**src/verilog/smsbs_cfg.svh**
```systemverilog
`ifndef SMSBS_CFG_SVH
`define SMSBS_CFG_SVH
`define SMSBS_OFF_CTRL  4'h0
`define SMSBS_OFF_STAT  4'h4
`define SMSBS_OFF_DATA  4'h8
`define SMSBS_OFF_DIR   4'hc
`define SMSBS_CTRL_RST  8'h00
`define SMSBS_DIR_RST   5'h00
`define SMSBS_DIR_MOSI  0
`define SMSBS_DIR_MISO  1
`define SMSBS_DIR_SCK   2
`define SMSBS_DIR_SS    3
`define SMSBS_DIR_SSVAL 4
`define SMSBS_BITS      4'h8
`define SMSBS_DIV_R0    8'h04
`define SMSBS_DIV_R1    8'h10
`define SMSBS_DIV_R2    8'h40
`define SMSBS_DIV_R3    8'h80
`define SMSBS_RESP_OK   2'h0
`define SMSBS_RESP_ERR  2'h2
`endif

```
**src/verilog/smsbs_pkg.sv**
```systemverilog
package smsbs_pkg;
   typedef struct packed {
      logic       xfer_irq_enable;
      logic       serial_enable_bit;
      logic       bit_order_select;
      logic       master_select_bit;
      logic       clk_idle_high;
      logic       sample_trailing;
      logic       rate_select_hi;
      logic       rate_select_lo;
   } smsbs_ctrl_s;

   typedef struct packed {
      logic sck;
      logic mosi;
      logic miso;
      logic ss_n;
   } smsbs_pin_s;

   typedef enum logic [0:0] {ST_IDLE, ST_RUN} smsbs_state_e;
endpackage : smsbs_pkg

```
**src/verilog/smsbs_sync.sv**
```systemverilog
`timescale 1ns/10ps
module smsbs_sync #(
   parameter int              W    = 4,
   parameter logic [W-1:0]    INIT = '0
) (
   input  wire logic          clock, // system clock
   input  wire logic          nrst,  // async reset, low
   input  wire logic [W-1:0]  din,   // raw pins
   output logic [W-1:0]       dout   // filtered levels
);
   logic [W-1:0] s1_q;
   logic [W-1:0] s2_q;
   logic [W-1:0] s3_q;

   always_ff @(posedge clock or negedge nrst)
   begin
      if (!nrst)
      begin
         s1_q <= INIT;
         s2_q <= INIT;
         s3_q <= INIT;
      end
      else
      begin
         s1_q <= din;
         s2_q <= s1_q;
         s3_q <= s2_q;
      end
   end

   // a level is taken only once stages two and three agree
   always_ff @(posedge clock or negedge nrst)
   begin
      if (!nrst)
         dout <= INIT;
      else
         for (int i = 0; i < W; i++)
            if (s2_q[i] == s3_q[i])
               dout[i] <= s3_q[i];
   end
endmodule : smsbs_sync

```
**src/verilog/smsbs_top.sv**
```systemverilog
`timescale 1ns/10ps
`include "smsbs_cfg.svh"
module smsbs_top
   import smsbs_pkg::*;
(
   input  wire logic        clock,     // 40 MHz system clock
   input  wire logic        nrst,      // async reset, low
   input  wire logic [3:0]  s_awaddr,  // write address
   input  wire logic        s_awvalid, // write address valid
   output logic             s_awready, // write address ready
   input  wire logic [31:0] s_wdata,   // write data
   input  wire logic [3:0]  s_wstrb,   // byte enables
   input  wire logic        s_wvalid,  // write data valid
   output logic             s_wready,  // write data ready
   output logic [1:0]       s_bresp,   // write response
   output logic             s_bvalid,  // write response valid
   input  wire logic        s_bready,  // write response ready
   input  wire logic [3:0]  s_araddr,  // read address
   input  wire logic        s_arvalid, // read address valid
   output logic             s_arready, // read address ready
   output logic [31:0]      s_rdata,   // read data
   output logic [1:0]       s_rresp,   // read response
   output logic             s_rvalid,  // read data valid
   input  wire logic        s_rready,  // read data ready
   input  wire smsbs_pin_s  pin_i,     // pad input levels
   output smsbs_pin_s       pin_o,     // pad output values
   output smsbs_pin_s       pin_oe,    // pad drive enables
   output logic             irq,       // interrupt request
   output logic             wake       // idle wake pulse
);
   smsbs_ctrl_s  serial_control_reg_q;
   smsbs_state_e state_q;
   logic         double_rate_bit_q;
   logic [4:0]   dir_q;
   logic         xfer_done_flag_q;
   logic         write_collision_flag_q;
   logic         arm_q;
   logic [7:0]   sh_q;
   logic [7:0]   rx_q;
   logic         rbit_q;
   logic         pend_q;
   logic [3:0]   scnt_q;
   logic [6:0]   div_q;
   logic         sck_q;
   logic         sck_prev_q;
   logic         wake_q;
   logic         aw_got_q;
   logic         w_got_q;
   logic [3:0]   waddr_q;
   logic [7:0]   wdata_q;
   logic         wstrb_q;
   smsbs_pin_s   pin_f;
   smsbs_ctrl_s  ctl;
   logic en_m, en_s, wr_go, rd_go, data_wr, data_acc, stat_rd, clr;
   logic tick, m_edge, s_edge, lead, sample, setup, last, shift_ev;
   logic done_ev, mfault, abort, start_m, collide, load, in_bit;
   logic shift_bit, out_bit;
   logic [6:0] half_m1;

   function automatic logic [6:0] half_period(input logic [1:0] r,
                                              input logic dbl);
      logic [7:0] d;
      case (r)
         2'h0:    d = `SMSBS_DIV_R0;
         2'h1:    d = `SMSBS_DIV_R1;
         2'h2:    d = `SMSBS_DIV_R2;
         default: d = `SMSBS_DIV_R3;
      endcase
      // half a clock period; double speed halves it again
      return dbl ? {1'b0, d[7:2]} : d[7:1];
   endfunction : half_period

   function automatic logic [7:0] shift_in(input logic [7:0] s,
                                           input logic b,
                                           input logic lsb);
      return lsb ? {b, s[7:1]} : {s[6:0], b};
   endfunction : shift_in

   smsbs_sync #(.W(4), .INIT(4'h1)) u_sync (
      .clock (clock),
      .nrst  (nrst),
      .din   (pin_i),
      .dout  (pin_f)
   );

   assign ctl = serial_control_reg_q;
   assign en_m = ctl.serial_enable_bit & ctl.master_select_bit;
   assign en_s = ctl.serial_enable_bit & ~ctl.master_select_bit;

   // register bus
   assign s_awready = ~aw_got_q & ~s_bvalid;
   assign s_wready  = ~w_got_q & ~s_bvalid;
   assign s_arready = ~s_rvalid;
   assign wr_go     = aw_got_q & w_got_q;
   assign rd_go     = s_arvalid & s_arready;
   assign data_wr   = wr_go & wstrb_q & (waddr_q == `SMSBS_OFF_DATA);
   assign stat_rd   = rd_go & (s_araddr == `SMSBS_OFF_STAT);
   assign data_acc  = data_wr | (rd_go & (s_araddr == `SMSBS_OFF_DATA));
   assign clr       = arm_q & data_acc;

   always_ff @(posedge clock or negedge nrst)
   begin
      if (!nrst)
      begin
         aw_got_q <= 1'b0;
         w_got_q  <= 1'b0;
         waddr_q  <= 4'h0;
         wdata_q  <= 8'h00;
         wstrb_q  <= 1'b0;
         s_bvalid <= 1'b0;
         s_bresp  <= `SMSBS_RESP_OK;
      end
      else
      begin
         if (s_awvalid & s_awready)
         begin
            aw_got_q <= 1'b1;
            waddr_q  <= s_awaddr;
         end
         if (s_wvalid & s_wready)
         begin
            w_got_q <= 1'b1;
            wdata_q <= s_wdata[7:0];
            wstrb_q <= s_wstrb[0];
         end
         if (wr_go)
         begin
            aw_got_q <= 1'b0;
            w_got_q  <= 1'b0;
            s_bvalid <= 1'b1;
            s_bresp  <= (waddr_q[1:0] == 2'h0) ? `SMSBS_RESP_OK
                                               : `SMSBS_RESP_ERR;
         end
         else if (s_bready)
            s_bvalid <= 1'b0;
      end
   end

   always_ff @(posedge clock or negedge nrst)
   begin
      if (!nrst)
      begin
         s_rvalid <= 1'b0;
         s_rdata  <= 32'h0;
         s_rresp  <= `SMSBS_RESP_OK;
      end
      else if (rd_go)
      begin
         s_rvalid <= 1'b1;
         s_rresp  <= `SMSBS_RESP_OK;
         case (s_araddr)
            `SMSBS_OFF_CTRL: s_rdata <= {24'h0, serial_control_reg_q};
            `SMSBS_OFF_STAT: s_rdata <= {24'h0, xfer_done_flag_q,
                                         write_collision_flag_q, 5'h00,
                                         double_rate_bit_q};
            `SMSBS_OFF_DATA: s_rdata <= {24'h0, rx_q};
            `SMSBS_OFF_DIR:  s_rdata <= {27'h0, dir_q};
            default:
            begin
               s_rdata <= 32'h0;
               s_rresp <= `SMSBS_RESP_ERR;
            end
         endcase
      end
      else if (s_rready)
         s_rvalid <= 1'b0;
   end

   // configuration; a master fault overrides a written master select bit in the same cycle
   always_ff @(posedge clock or negedge nrst)
   begin
      if (!nrst)
      begin
         serial_control_reg_q <= smsbs_ctrl_s'(`SMSBS_CTRL_RST);
         double_rate_bit_q    <= 1'b0;
         dir_q                <= `SMSBS_DIR_RST;
      end
      else
      begin
         if (wr_go & wstrb_q)
            case (waddr_q)
               `SMSBS_OFF_CTRL: serial_control_reg_q <= wdata_q;
               `SMSBS_OFF_STAT: double_rate_bit_q <= wdata_q[0];
               `SMSBS_OFF_DIR:  dir_q <= wdata_q[4:0];
               default:         dir_q <= dir_q;
            endcase
         if (mfault)
            serial_control_reg_q.master_select_bit <= 1'b0;
      end
   end

   // master clock generator
   assign half_m1 = half_period({ctl.rate_select_hi, ctl.rate_select_lo},
                                double_rate_bit_q) - 7'h1;
   assign tick    = en_m & (state_q == ST_RUN) & (div_q == half_m1);
   assign m_edge  = tick;

   always_ff @(posedge clock or negedge nrst)
   begin
      if (!nrst)
         div_q <= 7'h0;
      else if (~en_m | (state_q != ST_RUN) | tick)
         div_q <= 7'h0;
      else
         div_q <= div_q + 7'h1;
   end

   always_ff @(posedge clock or negedge nrst)
   begin
      if (!nrst)
         sck_q <= 1'b0;
      else if (~en_m | (state_q != ST_RUN))
         sck_q <= ctl.clk_idle_high;
      else if (m_edge)
         sck_q <= ~sck_q;
   end

   // slave edges come from the filtered pin; the remote clock must stay
   // at or below a quarter of the system clock or edges merge
   always_ff @(posedge clock or negedge nrst)
   begin
      if (!nrst)
         sck_prev_q <= 1'b0;
      else
         sck_prev_q <= pin_f.sck;
   end
   assign s_edge = en_s & ~pin_f.ss_n & (pin_f.sck != sck_prev_q);

   // leading edge leaves the idle level; phase picks the sampling edge
   assign lead   = ctl.master_select_bit ? (sck_q == ctl.clk_idle_high)
                                         : (sck_prev_q == ctl.clk_idle_high);
   assign sample = (m_edge | s_edge) & (lead ^ ctl.sample_trailing);
   assign setup  = (m_edge | s_edge) & ~(lead ^ ctl.sample_trailing);
   assign in_bit = ctl.master_select_bit ? pin_f.miso : pin_f.mosi;
   // with trailing-edge sampling no setup edge follows the last sample
   assign last   = sample & ctl.sample_trailing
                   & (scnt_q == `SMSBS_BITS - 4'h1);
   assign shift_ev  = (setup & pend_q) | last;
   assign shift_bit = last ? in_bit : rbit_q;
   assign done_ev   = last | (setup & pend_q & (scnt_q == `SMSBS_BITS));
   assign out_bit   = ctl.bit_order_select ? sh_q[0] : sh_q[7];

   assign mfault  = en_m & ~dir_q[`SMSBS_DIR_SS] & ~pin_f.ss_n;
   assign abort   = mfault | ~ctl.serial_enable_bit
                    | (en_s & pin_f.ss_n);
   assign start_m = data_wr & en_m & (state_q == ST_IDLE) & ~mfault;
   assign collide = data_wr & (state_q == ST_RUN);
   assign load    = data_wr & (state_q == ST_IDLE);

   always_ff @(posedge clock or negedge nrst)
   begin
      if (!nrst)
      begin
         state_q <= ST_IDLE;
         scnt_q  <= 4'h0;
         pend_q  <= 1'b0;
         rbit_q  <= 1'b0;
      end
      else if (abort)
      begin
         // partial bits are dropped; the slave counter resynchronises
         state_q <= ST_IDLE;
         scnt_q  <= 4'h0;
         pend_q  <= 1'b0;
      end
      else
      begin
         if (sample)
         begin
            rbit_q <= in_bit;
            pend_q <= 1'b1;
            scnt_q <= scnt_q + 4'h1;
         end
         if (shift_ev)
            pend_q <= 1'b0;
         if (done_ev)
         begin
            state_q <= ST_IDLE;
            scnt_q  <= 4'h0;
         end
         else if (start_m | s_edge)
            state_q <= ST_RUN;
      end
   end

   // single transmit buffer: the shifter itself holds the outgoing byte
   always_ff @(posedge clock or negedge nrst)
   begin
      if (!nrst)
         sh_q <= 8'h00;
      else if (shift_ev)
         sh_q <= shift_in(sh_q, shift_bit, ctl.bit_order_select);
      else if (load)
         sh_q <= wdata_q;
   end

   always_ff @(posedge clock or negedge nrst)
   begin
      if (!nrst)
         rx_q <= 8'h00;
      else if (done_ev)
         rx_q <= shift_in(sh_q, shift_bit, ctl.bit_order_select);
   end

   // flags: status read arms, data access clears, a new event wins
   always_ff @(posedge clock or negedge nrst)
   begin
      if (!nrst)
      begin
         xfer_done_flag_q       <= 1'b0;
         write_collision_flag_q <= 1'b0;
         arm_q                  <= 1'b0;
         wake_q                 <= 1'b0;
      end
      else
      begin
         if (done_ev | mfault)
            xfer_done_flag_q <= 1'b1;
         else if (clr)
            xfer_done_flag_q <= 1'b0;
         if (collide)
            write_collision_flag_q <= 1'b1;
         else if (clr)
            write_collision_flag_q <= 1'b0;
         if (stat_rd & (xfer_done_flag_q | write_collision_flag_q))
            arm_q <= 1'b1;
         else if (clr)
            arm_q <= 1'b0;
         wake_q <= done_ev | mfault;
      end
   end

   assign irq  = xfer_done_flag_q & ctl.xfer_irq_enable;
   assign wake = wake_q;

   // pad control; select is left to software in master role
   always_comb
   begin
      pin_o.sck  = sck_q;
      pin_o.mosi = out_bit;
      pin_o.miso = out_bit;
      pin_o.ss_n = dir_q[`SMSBS_DIR_SSVAL];
      pin_oe.sck  = dir_q[`SMSBS_DIR_SCK];
      pin_oe.mosi = dir_q[`SMSBS_DIR_MOSI];
      pin_oe.miso = dir_q[`SMSBS_DIR_MISO];
      pin_oe.ss_n = dir_q[`SMSBS_DIR_SS];
      if (en_m)
         pin_oe.miso = 1'b0;
      else if (en_s)
      begin
         pin_oe.sck  = 1'b0;
         pin_oe.mosi = 1'b0;
         pin_oe.ss_n = 1'b0;
         pin_oe.miso = dir_q[`SMSBS_DIR_MISO] & ~pin_f.ss_n;
      end
   end

   property p_start;
      @(posedge clock) disable iff (!nrst)
      start_m |=> state_q == ST_RUN;
   endproperty
   a_start: assert property (p_start)
      else $error("master start did not run");

   property p_sck_idle;
      @(posedge clock) disable iff (!nrst)
      done_ev & en_m & ~abort |=> sck_q == ctl.clk_idle_high;
   endproperty
   a_sck_idle: assert property (p_sck_idle)
      else $error("clock not idle after byte");

   property p_irq;
      @(posedge clock) disable iff (!nrst)
      done_ev & ctl.xfer_irq_enable & ~abort |=> irq;
   endproperty
   a_irq: assert property (p_irq)
      else $error("no interrupt after completion");

   property p_miso_tri;
      @(posedge clock) disable iff (!nrst)
      en_s & pin_f.ss_n |-> ~pin_oe.miso ##1 scnt_q == 4'h0;
   endproperty
   a_miso_tri: assert property (p_miso_tri)
      else $error("slave active while unselected");

   property p_done;
      @(posedge clock) disable iff (!nrst)
      done_ev |=> xfer_done_flag_q && state_q == ST_IDLE;
   endproperty
   a_done: assert property (p_done)
      else $error("done flag not set");

   property p_write_collision_flag;
      @(posedge clock) disable iff (!nrst)
      collide |=> write_collision_flag_q;
   endproperty
   a_write_collision_flag: assert property (p_write_collision_flag)
      else $error("collision not flagged");

   property p_keep;
      @(posedge clock) disable iff (!nrst)
      collide & ~shift_ev |=> sh_q == $past(sh_q);
   endproperty
   a_keep: assert property (p_keep)
      else $error("colliding write disturbed shifter");

   property p_fault;
      @(posedge clock) disable iff (!nrst)
      mfault |=> ~ctl.master_select_bit && xfer_done_flag_q;
   endproperty
   a_fault: assert property (p_fault)
      else $error("select fault not handled");

   property p_dir;
      @(posedge clock) disable iff (!nrst)
      en_s |-> ~pin_oe.sck && ~pin_oe.mosi && ~pin_oe.ss_n;
   endproperty
   a_dir: assert property (p_dir)
      else $error("slave pin direction not forced");

   property p_rate;
      @(posedge clock) disable iff (!nrst)
      start_m & ~double_rate_bit_q & ~ctl.rate_select_hi
      & ~ctl.rate_select_lo |=> ~m_edge ##1 m_edge;
   endproperty
   a_rate: assert property (p_rate)
      else $error("fastest rate edge misplaced");
endmodule : smsbs_top

```
**config.mk**
```make
export PLATFORM = sky130hd
export DESIGN_NAME = smsbs_top
export DESIGN_NICKNAME = d
export VERILOG_FILES = /design/src/verilog/smsbs_pkg.sv /design/src/verilog/smsbs_sync.sv /design/src/verilog/smsbs_top.sv
export VERILOG_INCLUDE_DIRS = /design/src /design/src/verilog
export SDC_FILE = /design/constraint.sdc
export NUM_CORES = 1
export LEC_CHECK = 0
export BUFFER_PORTS_ARGS = -buffer_cell sky130_fd_sc_hd__buf_4
export CAP_MARGIN = 40
export CORE_MARGIN = 1
export CORE_UTILIZATION = 49
export DETAILED_ROUTE_END_ITERATION = 10
export PLACE_DENSITY = 0.8
export SLEW_MARGIN = 20
export SYNTH_ARGS = -nofsm -noshare
export SYNTH_HDL_FRONTEND = slang
export SYNTH_SLANG_ARGS = --single-unit
```
**constraint.sdc**
```tcl
create_clock -name clock -period 3.3 [get_ports clock]
set_clock_uncertainty 0.15 [all_clocks]
set_input_delay 0.66 -clock clock [delete_from_list [all_inputs] [get_ports clock]]
set_output_delay 0.66 -clock clock [all_outputs]
set_load 0.005 [all_outputs]
```
After elaboration in Yosys (flattened, before gate mapping)
Index checks and enable logic that the tools add are counted.
{"block": "word_totals", "register_bits": 119, "latch_bits": 0, "mem_bits_rw": 0, "romBits": 0, "output_inout_bits": 51, "word_cells": 188, "n_memories": 0}
{"block": "op_classes", "add_sub_neg": 3, "n_mul": 0, "div_mod_pow": 0, "order_cmp": 0, "n_eq_ne": 18, "n_shift": 0, "mux": 43, "n_bitwise": 60, "reduce_logical": 24}
{"operator": "$and 1x1->1", "n": 34}
{"operator": "$pmux 8 s4", "n": 1}
{"operator": "$mux 1", "n": 27}
{"operator": "$mux 8", "n": 3}
{"operator": "$pmux 8 s3", "n": 1}
{"operator": "$reduce_bool 2->1", "n": 11}
{"operator": "$eq 4x4->1 const B", "n": 5}
{"operator": "$mux 4", "n": 4}
{"operator": "$mux 7", "n": 2}
{"operator": "$not 1->1", "n": 14}
{"operator": "$eq 4x3->1 const B", "n": 3}
{"operator": "$or 1x1->1", "n": 11}
{"operator": "$mux 5", "n": 2}
{"operator": "$reduce_and 2->1", "n": 5}
{"operator": "$reduce_bool 3->1", "n": 3}
{"operator": "$logic_not 4->1", "n": 2}
{"operator": "$add 7x1->7 const B", "n": 1}
{"operator": "$eq 7x7->1", "n": 1}
{"operator": "$sub 7x1->7 const B", "n": 1}
{"operator": "$eq 1x1->1", "n": 6}
{"operator": "$mux 2", "n": 3}
{"operator": "$add 4x1->4 const B", "n": 1}
{"operator": "$logic_not 2->1", "n": 2}
{"operator": "$reduce_or 4->1", "n": 1}
{"operator": "4 further kinds", "n": 4}

Logic depth before layout (Yosys ltp)
Gate-level depths: netlist of run 1.
{"block": "depth", "word_depth": 13, "ltp_mapped": 11, "ltp_nobuf": 9}

By module
A second synthesis of run 1 with hierarchy kept.
{"block": "hier_totals", "cells_unflattened": 409, "hier_area_um2": 4680.7}
{"mod": "smsbs_top", "n_inst": 1, "cells_each": 389, "area_per_inst_um2": 4230.3, "seq_area_each_um2": 1926.8}
{"mod": "smsbs_sync", "n_inst": 1, "cells_each": 20, "area_per_inst_um2": 450.4, "seq_area_each_um2": 405.4}

Least setup slack after synthesis of run 1
Ideal clock, no wire load.
{"block": "synth_path", "path_kind": "flip-flop to flip-flop", "start": "reg serial_control_reg_q, in the netlist ctl[0]", "end": "reg rbit_q", "setup_time_ps": 128, "arrival_ps": 2751, "slack_ps": 272, "stages_incl_launch_ff": 10, "cell_sequence": "dfrtp_1 buf_2 or3_1 ha_1 or4bb_1 nand3_1 and4_4 nand4_4 a211oi_1 mux2_1"}
{"block": "synth_via", "elab_chain_len": 9, "elab_cells_between_ends": 11, "cone_classes": "add/sub (1); eq/ne (3); mux (2); bitwise (3); reduce/logical (2)"}
{"item": "from (decl)", "line": "smsbs_top.sv:31", "source": "smsbs_ctrl_s serial_control_reg_q;"}
{"item": "from (signal assigned)", "line": "smsbs_top.sv:174", "source": "serial_control_reg_q <= smsbs_ctrl_s'(`SMSBS_CTRL_RST);"}
{"item": "from (signal assigned)", "line": "smsbs_top.sv:182", "source": "`SMSBS_OFF_CTRL: serial_control_reg_q <= wdata_q;"}
{"item": "$eq 2x2->1 (tied with other cells)", "line": "smsbs_top.sv:63", "source": "case (r)"}
{"item": "$pmux 8 s3 *", "line": "smsbs_top.sv:63"}
{"item": "$mux 7 *", "line": "smsbs_top.sv:70", "source": "return dbl ? {1'b0, d[7:2]} : d[7:1];"}
{"item": "$sub 7x1->7 *", "line": "smsbs_top.sv:194", "source": "double_rate_bit_q) - 7'h1;"}
{"item": "$eq 7x7->1 *", "line": "smsbs_top.sv:195", "source": "assign tick = en_m & (state_q == ST_RUN) & (div_q == half_m1);"}
{"item": "$and 1x1->1 *", "line": "smsbs_top.sv:195"}
{"item": "$or 1x1->1 *", "line": "smsbs_top.sv:232", "source": "assign sample = (m_edge | s_edge) & (lead ^ ctl.sample_trailing);"}
{"item": "$and 1x1->1 *", "line": "smsbs_top.sv:232"}
{"item": "$reduce_and 2->1 (no line) *"}
{"item": "to (signal assigned)", "line": "smsbs_top.sv:270", "source": "rbit_q <= in_bit;"}
{"item": "to (decl)", "line": "smsbs_top.sv:40", "source": "logic rbit_q;"}
Mark *: on every way between the ends. The rest lies on a longest branch, timed or not.
A chain may end at the register's enable or synchronous reset.

Final worst setup path of run 1
{"block": "layout_path", "start": "reg double_rate_bit_q", "end": "reg rbit_q"}
{"block": "layout_via", "elab_chain_len": 7}
{"item": "from (decl)", "line": "smsbs_top.sv:33", "source": "logic double_rate_bit_q;"}
{"item": "from (signal assigned)", "line": "smsbs_top.sv:183", "source": "`SMSBS_OFF_STAT: double_rate_bit_q <= wdata_q[0];"}
{"item": "$mux 7", "line": "smsbs_top.sv:70"}
{"item": "$sub 7x1->7", "line": "smsbs_top.sv:194"}
{"item": "$eq 7x7->1", "line": "smsbs_top.sv:195"}
{"item": "$and 1x1->1", "line": "smsbs_top.sv:195"}
{"item": "$or 1x1->1", "line": "smsbs_top.sv:232"}
{"item": "$and 1x1->1", "line": "smsbs_top.sv:232"}
{"item": "$reduce_and 2->1 (no line)"}
No other way between the ends.

==> qor.csv, run 1 <==
stage,metric,value,unit
cts,Worst-Skew Late Latency,0.35,ns
floorplan,Initial Util,0.505,
timing,Slew headroom,0.564,
cts,CTS tree,built,
timing,RSZ-0062 raised after global routing,no,
layout,ant diodes,0,
global_routing,GR Util All Layers,0.198,
cts,Post CTS Setup Buffer Count,0,
place,port bufs,52,
timing,Slew Limit Fails,0,
logic_synthesis,Synth area leader,dfrtp_1,
logic_synthesis,Yosys cell types,62,
global_routing,grt total ovfl,0,
drt,TritonRoute pass-1 iters,4,
logic_synthesis,top post-synthesis cells by area,"dfrtp_1 48%, mux2i_1 8.4%, mux2_2 7.0%, buf_4 5.0%, dfstp_2 2.3%",
cts,H-tree levels,3,
cts,buffer depth of the longest clock path,2,
layout,Nets,523,
logic_synthesis,Post-synth top flop,dfrtp_1,
global_routing,initial antenna violation count,0,
timing,"Worst Setup Slack, final",0.185,ns
pwr,switching pwr,1.39,mW
logic_synthesis,Synth Register Bits,93,
drt,Routed Antenna Nets,0,
logic_synthesis,Synth top cells by count,"89 x dfrtp_1, 39 x mux2i_1, 31 x buf_4, 29 x mux2_2, 22 x nand2_1",
global_routing,first-pass GRT wire length,15.2,mm
floorplan,Die Height,99.6,µm
hold_path,Hold Crit Class,in2async,
global_routing,largest net degree at the start of global routing,54,
cts,clk slew on worst S/H paths,0.09,ns
pwr,Power per Cell Area,724,nW/µm²
drt,Avg WL per Cell,15.3,µm
critical_path,WP data arrival,3.20,ns
cts,root buf cell,clkbuf_8,
logic_synthesis,Post-Syn Instances,411,
pwr,sequential share of power,0.439,
critical_path,worst path cell trace,or3_1 -> ha_1 -> or4bb_1 -> nand3_1 -> and4_4 -> nand4_4 -> a211oi_1 -> mux2_1,
critical_path,CP Class,reg2reg,
critical_path,Crit path largest cell delay,0.54,ns
logic_synthesis,Synth top area share,0.477,
critical_path,WP data required,3.39,ns
pwr,combinational group share of total power,0.362,
timing,setup TNS,0,ns
place,gpl congestion,0.814,
global_routing,vias in the first global route,3033,
drt,total number of vias,3158,
run,Max Cap Viol,0,
timing,Final Hold Fails,0,
critical_path,slowest cell on the critical path,or4bb_1,
pwr,Clk network pwr share,0.199,
critical_path,nature of the critical path endpoint,flip-flop,
pwr,Peak VDD IR,0.000413,V
floorplan,Die Width,99.6,µm
critical_path,crit-path leading delay family,simple AND/OR/NAND/NOR gates,
outcome,run status,finished clean,
critical_path,Startpoint Class,flip-flop,
floorplan,FP Rows,35,
pwr,Switching Share,0.362,
floorplan,Ports,106,
layout,Layout area overhead,13.6,%
logic_synthesis,sequential element share of the synthesized area,0.500,
drt,Iter 0 DRT Violations,133,
floorplan,CORE AREA,9240,µm²
place,pre-CTS WS,0.182,ns
timing,period utilization,0.944,
timing,final setup violation count,0,
timing,Max Fclk,321,MHz
pwr,Leakage,2.43,nW
logic_synthesis,synthesized area,4670,µm²
critical_path,CP max FO,7,
pwr,internal power,2.45,mW
logic_synthesis,synthesized area per cell,11.4,µm²
logic_synthesis,asr flop ratio synth,1.00,
critical_path,"Buf+Inv Stages, Crit Path",0,
logic_synthesis,synth warn,0,
drt,final WL,9.13,mm
logic_synthesis,"EDFF count, synth",0,
floorplan,die area,9920,µm²
cts,TritonCTS buffer count,9,
drt,Post-route DRC,0,
timing,Worst-Margin Slew,0.654,ns
cts,CTS Sinks,93,
drt,Vias/cell,5.28,
layout,layout cells sized above 1,0.264,
place,Post-DP HPWL,6.65,mm
logic_synthesis,"count leader, synth",dfrtp_1,
timing,post-layout min period,3.11,ns
==> layer usage <==
| layer | global-route usage | up-vias | routed length (µm) |
|---|---|---|---|
| met5 | 0 | - | 0 |
| met4 | 0.0645 | 0 | 70 |
| met3 | 0.0365 | 6 | 536 |
| met2 | 0.314 | 109 | 4250 |
| li1 | - | 1485 | - |
| met1 | 0.277 | 1558 | 4270 |
==> cell usage in the layout (no fill, tap or decap), types with 5 or more instances in the layout <==
cell      Yosys  final
nand2_1      22     22
o21ai_0      16     16
clkbuf_8      0      9
and2_1        7      7
dfrtp_1      89     89
xor2_1        6      6
mux2_2       29     29
buf_4        31     62
a22o_1        9      8
nand4_1       5      5
nor2_1       19     19
nor3_1        9      9
conb_1        1     26
and3_1        5      5
inv_1        21     21
mux2i_1      39     39
xnor2_1       9      9
nand3_1      16     16
==> path summary, 6_finish.rpt <==
path,from,to,slack (ns),cells past startpoint
setup / recovery,double_rate_bit_q,rbit_q,0.19,8
hold / removal,nrst,s_rdata[7],0.17,1
setup reg to reg,double_rate_bit_q,rbit_q,0.19,8
hold reg to reg,u_sync.s1_q[1],u_sync.s2_q[1],0.20,0
max in group asynchronous,nrst,div_q[0],2.07,2
min in group clock,u_sync.s1_q[1],u_sync.s2_q[1],0.20,0
==> stage by stage <==
stage	hold WS, ns	total power, mW	utilization	instance area [µm²]	instances
5_1_grt	0.214	4.11	0.574	5310	598
3_3_place_gp	0.185	3.02	0.552	5100	582
4_1_cts	0.193	3.86	0.574	5300	598
2_1_floorplan	0.181	2.65	-	4760	436
6_report	0.174	3.84	0.574	5310	598
3_5_place_dp	0.186	3.09	0.552	5100	582
==> what timing repair did <==
item / in CTS / in global routing
hold buffers: 0 / 0
resized for setup: 0 / 1
endpoints found under the setup margin: 0 / 3
==> layout make-up <==
class,count,area [µm²]
Clock buffer,10,128
Tap cell,129,161
Sequential cell,93,2330
Fill cell,781,3940
Multi-Input combinational cell,276,2050
Timing Repair Buffer,63,485
Inverter,21,78.8
Clock inverter,6,72.6
==> cells by family after synthesis <==
family	count (synthesis)	share of synthesized area
muxes	70	0.161
adders and majority gates	8	0.0193
xor gates and xnor gates	16	0.0316
AOI/OAI and AO/OA	52	0.0847
buffers and inverters	67	0.0823
and+or+nand+nor	104	0.121
other	1	0.000803
DFF	93	0.500
==> flip-flops by register name (all words and copies together), names as in the netlist, 5 cells and up <==
signal,cells
ctl,8
wdata_q,8
div_q,7
rx_q,8
sh_q,8
dir_q,5
s_rdata,8
==> power groups by stage <==
stage               Sequential (mW)  Clock [mW]  Combinational, mW
floorplan                      1.57           0               1.08
CTS                            1.68       0.782               1.40
global route                   1.72       0.837               1.54
finish                         1.69       0.763               1.39
global placement               1.68           0               1.33
detailed placement             1.70           0               1.39
Note: power is estimated with default switching activity, not from simulation.
==> inputs of run 2 (changes only) <==
--- a/config.mk
+++ b/config.mk
@@ -6,12 +6,13 @@
 export SDC_FILE = /design/constraint.sdc
 export NUM_CORES = 1
 export LEC_CHECK = 0
+export ABC_AREA = 1
 export BUFFER_PORTS_ARGS = -buffer_cell sky130_fd_sc_hd__buf_4
 export CAP_MARGIN = 40
-export CORE_MARGIN = 1
 export CORE_UTILIZATION = 49
 export DETAILED_ROUTE_END_ITERATION = 10
-export PLACE_DENSITY = 0.8
+export PLACE_DENSITY = 0.81
+export SKIP_LAST_GASP = 1
 export SLEW_MARGIN = 20
 export SYNTH_ARGS = -nofsm -noshare
 export SYNTH_HDL_FRONTEND = slang
==> qor.csv, run 2 <==
stage,metric,value,unit,change
critical_path,R2R setup slack,0.39,ns,+0.21 ns
logic_synthesis,synthesized area per cell,8.48,µm²,-25%
logic_synthesis,top post-synthesis cells by area,"dfrtp_1 49%, nand2_1 14%, buf_4 4.9%, inv_1 4.2%, nand3_1 3.5%",,
global_routing,GR Util All Layers,0.204,,+0.00599
layout,Final Cell Area,5130,µm²,-3.2%
critical_path,Worst Setup SP,ctl[1],,
floorplan,Die Height,98.6,µm,-1.0%
layout,Nets,650,,+24%
place,pre-CTS WS,0.419,ns,+0.237 ns
critical_path,Startpoint Class,flip-flop,,
timing,Worst-Margin Slew,0.820,ns,+0.166 ns
logic_synthesis,asr flop ratio synth,1.00,,unchanged
logic_synthesis,Post-synth top flop,dfrtp_1,,
cts,hold bufs inserted after CTS,0,,unchanged
critical_path,CP max FO,9,,+2
logic_synthesis,sequential element share of the synthesized area,0.510,,+0.0104
global_routing,vias in the first global route,3373,,+11%
logic_synthesis,Synth area leader,dfrtp_1,,
cts,CTS Sinks,93,,unchanged
critical_path,Worst Reg-to-Reg Cells,17,,+9
timing,final setup violation count,0,,unchanged
global_routing,first-pass GRT wire length,15.6,mm,+2.6%
floorplan,FP Rows,34,,-2.9%
drt,Vias/cell,5.08,,-3.8%
drt,final WL,9.04,mm,-0.97%
floorplan,Ports,106,,unchanged
layout,ant diodes,0,,unchanged
critical_path,CP Class,reg2reg,,
logic_synthesis,"count leader, synth",nand2_1,,
critical_path,r2r startpoint,ctl[1],,
place,gpl congestion,0.861,,+5.8%
hold_path,Hold Crit Class,in2async,,
timing,post-layout min period,2.91,ns,-0.206 ns
place,placed inst area,4930,µm²,-3.5%
logic_synthesis,Post-Syn Instances,539,,+31%
timing,Slew headroom,0.448,,-0.116
cts,TritonCTS buffer count,9,,unchanged
global_routing,met3 Usage GRT,0.0411,,+0.00459
cts,root buf cell,clkbuf_8,,
cts,post-cts repair resize count,0,,unchanged
floorplan,Die Width,98.6,µm,-1.0%
floorplan,die area,9720,µm²,-2.0%
timing,setup TNS,0,ns,unchanged
logic_synthesis,Yosys cell types,40,,-35%
pwr,Power per Cell Area,690,nW/µm²,-4.7%
floorplan,Initial Util,0.514,,+0.00914
drt,Routed Antenna Nets,0,,unchanged
cts,H-tree levels,3,,unchanged
drt,Avg WL per Cell,12.8,µm,-16%
timing,RSZ-0062 raised after global routing,no,,
cts,buffer depth of the longest clock path,2,,unchanged
cts,Worst-Skew Late Latency,0.37,ns,+0.02 ns
critical_path,WP data required,3.39,ns,about the same
cts,Post CTS Setup Buffer Count,0,,unchanged
timing,Slew Limit Fails,0,,unchanged
logic_synthesis,Synth top cells by count,"169 x nand2_1, 89 x dfrtp_1, 51 x inv_1, 38 x nor2_1, 32 x nand3_1",,
global_routing,met2 usage,0.314,,about the same
logic_synthesis,Synth top area share,0.487,,+0.00992
critical_path,R2R Path End,sh_q[6],,
place,port bufs,52,,unchanged
logic_synthesis,"EDFF count, synth",0,,unchanged
layout,Layout area overhead,12.3,%,
layout,"commonest cells after routing, fill and taps aside","169 x nand2_1, 89 x dfrtp_1, 53 x buf_4",,
run,Max Cap Viol,0,,unchanged
timing,Max Fclk,344,MHz,+7.1%
cts,CTS tree,built,,
timing,Final Hold Fails,0,,unchanged
timing,period utilization,0.881,,-0.0625
layout,layout cells sized above 1,0.178,,-0.0865
global_routing,M1 GR Usage,0.286,,+0.00850
outcome,run status,finished clean,,
global_routing,initial antenna violation count,0,,unchanged
floorplan,CORE AREA,8890,µm²,-3.8%
drt,Iter 0 DRT Violations,274,,+110%
drt,TritonRoute pass-1 iters,5,,+1
global_routing,largest net degree at the start of global routing,94,,+74%
pwr,Peak VDD IR,0.000445,V,+7.7%
logic_synthesis,synthesized area,4570,µm²,-2.0%
logic_synthesis,Synth Register Bits,93,,unchanged
drt,total number of vias,3576,,+13%
cts,clk slew on worst S/H paths,0.09,ns,about the same
layout,"most common cell after layout, fill and taps aside",nand2_1,,
critical_path,nature of the critical path endpoint,flip-flop,,
global_routing,grt total ovfl,0,,unchanged
logic_synthesis,synth warn,0,,unchanged
pwr,Leakage,2.62,nW,+8.0%
critical_path,WP data arrival,3.00,ns,-0.20 ns
drt,Post-route DRC,0,,unchanged
global_routing,Top Usage Layer GRT,met2,,
timing,"Worst Setup Slack, final",0.391,ns,+0.206 ns
place,Post-DP HPWL,6.72,mm,+1.1%
## run 2: cell types whose count changed after synthesis, sizes merged, moves of 20 or more
cell and change:
inv +35, nor2 +22, mux2 -22, nand2 +155
nand3 +20, mux2i -39
## run 2: layout make-up
cell class | instances | area [µm²]
Clock inverter | 6 | 68.8
Sequential cell | 93 | 2330
Multi-Input combinational cell | 375 | 1820
Inverter | 58 | 223
Timing Repair Buffer | 54 | 418
Clock buffer | 10 | 138
Fill cell | 787 | 3760
Tap cell | 108 | 135
## run 2: cell families after synthesis
family | after synthesis | share of synthesized area
simple gates | 275 | 0.260
other cells | 1 | 0.000820
xor+xnor | 6 | 0.0115
buf+inv | 96 | 0.113
compound gates | 52 | 0.0646
fa+ha+maj | 8 | 0.0197
mux | 8 | 0.0205
flops | 93 | 0.510
## run 2: power breakdown
group / leakage (nW) / total (mW) / switching (mW) / internal [mW]
Combinational: 1.33 / 1.08 / 0.615 / 0.464
Sequential: 1.19 / 1.67 / 0.279 / 1.39
Clock: 0.104 / 0.793 / 0.415 / 0.378
## run 2: metal layers
| layer | up-vias | share of wire |
|---|---|---|
| li1 | 1763 | - |
| met1 | 1654 | 0.47 |
| met2 | 142 | 0.44 |
| met3 | 17 | 0.066 |
| met4 | 0 | 0.021 |
| met5 | - | 0 |
## run 2: worst max-delay path, cell delays in order (launching register included)
cell and delay (ns):
dfrtp_1 0.55, nor2_4 0.18, nand2_2 0.07, ha_1 0.32
nand2_1 0.06, inv_1 0.03, nor2_1 0.08, nand2_1 0.05
nor2_1 0.09, nand2_1 0.07, nor2_2 0.14, nand3_2 0.13
nand2_4 0.11, nand3_2 0.10, nand2_1 0.24, inv_1 0.20
nand3_1 0.11, nand3_1 0.09
## run 2: worst max path at each step
stage               cells after the start  slack [ns]      end
floorplan                              19        0.94  rx_q[0]
global placement                       17        0.52  sh_q[6]
detailed placement                     17        0.42  sh_q[6]
CTS                                    17        0.41  sh_q[6]
global route                           17        0.14  sh_q[6]
finish                                 17        0.39  sh_q[6]
## run 2: through the flow
stage,total power [mW],utilization,hold WS [ns],cells
global placement,2.71,0.554,0.182,688
CTS,3.56,0.577,0.192,704
finish,3.54,0.577,0.170,704
global route,3.79,0.577,0.199,704
detailed placement,2.76,0.554,0.185,688
floorplan,2.45,-,0.181,564
==> inputs of run 3 (changes only) <==
--- a/config.mk
+++ b/config.mk
@@ -8,10 +8,11 @@
 export LEC_CHECK = 0
 export ABC_AREA = 1
 export BUFFER_PORTS_ARGS = -buffer_cell sky130_fd_sc_hd__buf_4
-export CAP_MARGIN = 40
+export CAP_MARGIN = 25
 export CORE_UTILIZATION = 49
 export DETAILED_ROUTE_END_ITERATION = 10
 export PLACE_DENSITY = 0.81
+export RECOVER_POWER = 50
 export SKIP_LAST_GASP = 1
 export SLEW_MARGIN = 20
 export SYNTH_ARGS = -nofsm -noshare
==> qor.csv, run 3 (synthesized netlist as in run 2, its figures left out) <==
stage,metric,value,unit,change
outcome,run status,"finished, violations left",,
outcome,failing checks,"capacitance limit, slew limit",,
layout,Layout area overhead,11.9,%,
drt,Routed Antenna Nets,0,,unchanged
layout,Nets,650,,unchanged
drt,Top Metal Used,met4,,
pwr,Power per Cell Area,691,nW/µm²,about the same
cts,Worst-Skew Late Latency,0.37,ns,about the same
cts,post-cts repair resize count,0,,unchanged
critical_path,R2R setup slack,0.39,ns,about the same
pwr,Leakage,2.62,nW,-0.24%
drt,Iter 0 DRT Violations,274,,unchanged
layout,fillcell total,789,,+0.25%
timing,setup TNS,0,ns,unchanged
cts,clk slew on worst S/H paths,0.09,ns,about the same
global_routing,initial antenna violation count,0,,unchanged
cts,Post CTS Setup Buffer Count,0,,unchanged
layout,"commonest cells after routing, fill and taps aside","169 x nand2_1, 89 x dfrtp_1, 51 x inv_1",,
place,Post-DP HPWL,6.72,mm,unchanged
timing,Slew headroom,-0.454,,-0.902
floorplan,Die Height,98.6,µm,unchanged
cts,TritonCTS buffer count,9,,unchanged
critical_path,Startpoint Class,flip-flop,,
critical_path,WP data required,3.39,ns,about the same
timing,Final Hold Fails,0,,unchanged
drt,DRT met1 WL,4.17,mm,-1.8%
layout,final core occ,0.576,,-0.00169
drt,Post-route DRC,0,,unchanged
layout,Final Cell Area,5120,µm²,-0.29%
drt,TritonRoute pass-1 iters,5,,unchanged
floorplan,Die Width,98.6,µm,unchanged
drt,Vias/cell,5.08,,about the same
floorplan,FP Rows,34,,unchanged
drt,final WL,9.04,mm,about the same
critical_path,worst path cell trace,nor2_4 -> nand2_2 -> ha_1 -> nand2_1 -> inv_1 -> nor2_1 -> nand2_1 -> nor2_1 -> nand2_1 -> nor2_2 -> nand3_2 -> nand2_4 -> nand3_2 -> nand2_1 -> inv_1 -> nand3_1 -> nand3_1,,
place,port bufs,52,,unchanged
critical_path,slowest cell on the critical path,dfrtp_1,,
timing,post-layout min period,2.91,ns,-0.00346 ns
global_routing,grt total ovfl,0,,unchanged
critical_path,CP Class,reg2reg,,
drt,DR WL met3,625,µm,+5.0%
cts,CTS tree,built,,
critical_path,R2R Path End,sh_q[6],,
critical_path,CP max FO,9,,unchanged
place,gpl congestion,0.861,,unchanged
critical_path,nature of the critical path endpoint,flip-flop,,
global_routing,first-pass GRT wire length,15.6,mm,unchanged
critical_path,r2r startpoint,ctl[1],,
drt,total number of vias,3577,,+0.028%
global_routing,vias in the first global route,3373,,unchanged
critical_path,Crit path largest cell delay,0.54,ns,about the same
global_routing,GR Util All Layers,0.204,,unchanged
critical_path,crit-path leading delay family,simple AND/OR/NAND/NOR gates,,
pwr,Peak VDD IR,0.000445,V,about the same
critical_path,Worst Reg-to-Reg Cells,17,,unchanged
drt,metal2 WL,4.06,mm,+1.3%
layout,"most common cell after layout, fill and taps aside",nand2_1,,
floorplan,Ports,106,,unchanged
place,placed inst area,4930,µm²,unchanged
global_routing,largest net degree at the start of global routing,94,,unchanged
cts,buffer depth of the longest clock path,2,,unchanged
hold_path,HP Start,u_sync.s1_q[1],,
cts,root buf cell,clkbuf_8,,
timing,Slew Limit Fails,94,,+94
layout,layout cells sized above 1,0.178,,unchanged
floorplan,CORE AREA,8890,µm²,unchanged
timing,Worst-Margin Slew,2.18,ns,+1.36 ns
floorplan,Initial Util,0.514,,unchanged
run,Max Cap Viol,1,,+1
hold_path,Hold Crit Class,reg2reg,,
cts,H-tree levels,3,,unchanged
critical_path,WP data arrival,3.00,ns,about the same
hold_path,Hold Crit Endpoint,u_sync.s2_q[1],,
drt,Avg WL per Cell,12.8,µm,about the same
cts,CTS Sinks,93,,unchanged
timing,period utilization,0.880,,-0.00105
layout,ant diodes,0,,unchanged
timing,final setup violation count,0,,unchanged
timing,Max Fclk,344,MHz,+0.12%
critical_path,cell repeated most along the worst path,nand2_1,,
hold_path,hold-critical path depth,0,,
critical_path,"Buf+Inv Stages, Crit Path",2,,unchanged
cts,hold bufs inserted after CTS,0,,unchanged
floorplan,die area,9720,µm²,unchanged
timing,RSZ-0062 raised after global routing,no,,
## run 3: cell types whose count changed in the layout (fill, tap and decap cells not counted), sizes merged
| cell | delta |
|---|---|
| buf | -6 |
| clkbuf | +6 |
## run 3: area by class of cell
type / count / area (µm²) / share of cell area
sequential: 93 / 2330 / 0.456
multi-input combinational: 375 / 1820 / 0.355
timing repair buffer: 54 / 403 / 0.0787
inverter: 58 / 223 / 0.0435
clock buffer: 10 / 138 / 0.0269
tap: 108 / 135 / 0.0264
clock inverter: 6 / 68.8 / 0.0134
## run 3: worst max-delay path by stage
| stage | to | cells after the start | slack, ns | from |
|---|---|---|---|---|
| 4_1_cts | sh_q[6] | 17 | 0.41 | ctl[1] |
| 2_1_floorplan | rx_q[0] | 19 | 0.94 | ctl[0] |
| 5_1_grt | sh_q[6] | 17 | 0.14 | ctl[1] |
| 6_report | sh_q[6] | 17 | 0.39 | ctl[1] |
| 3_3_place_gp | sh_q[6] | 17 | 0.52 | ctl[1] |
| 3_5_place_dp | sh_q[6] | 17 | 0.42 | ctl[1] |
## run 3: per-stage QoR
step           setup WS, ns  total power, mW  instances  hold WS [ns]
2_1_floorplan         0.937             2.45        564         0.181
3_3_place_gp          0.525             2.71        688         0.182
3_5_place_dp          0.419             2.76        688         0.185
4_1_cts               0.409             3.56        704         0.192
5_1_grt               0.144             3.79        704         0.217
6_report              0.395             3.54        704         0.203
## run 3: report_power, final
group,internal [mW],leakage (nW),total [mW],switching [mW]
registers,1.39,1.19,1.67,0.278
clock network,0.378,0.104,0.792,0.414
logic,0.461,1.33,1.07,0.612
total,2.23,2.62,3.54,1.30
## run 3: metal layers
layer,up-vias,track usage
met5,-,0
met1,1646,0.286
li1,1762,-
met4,0,0.0815
met3,16,0.0411
met2,153,0.314
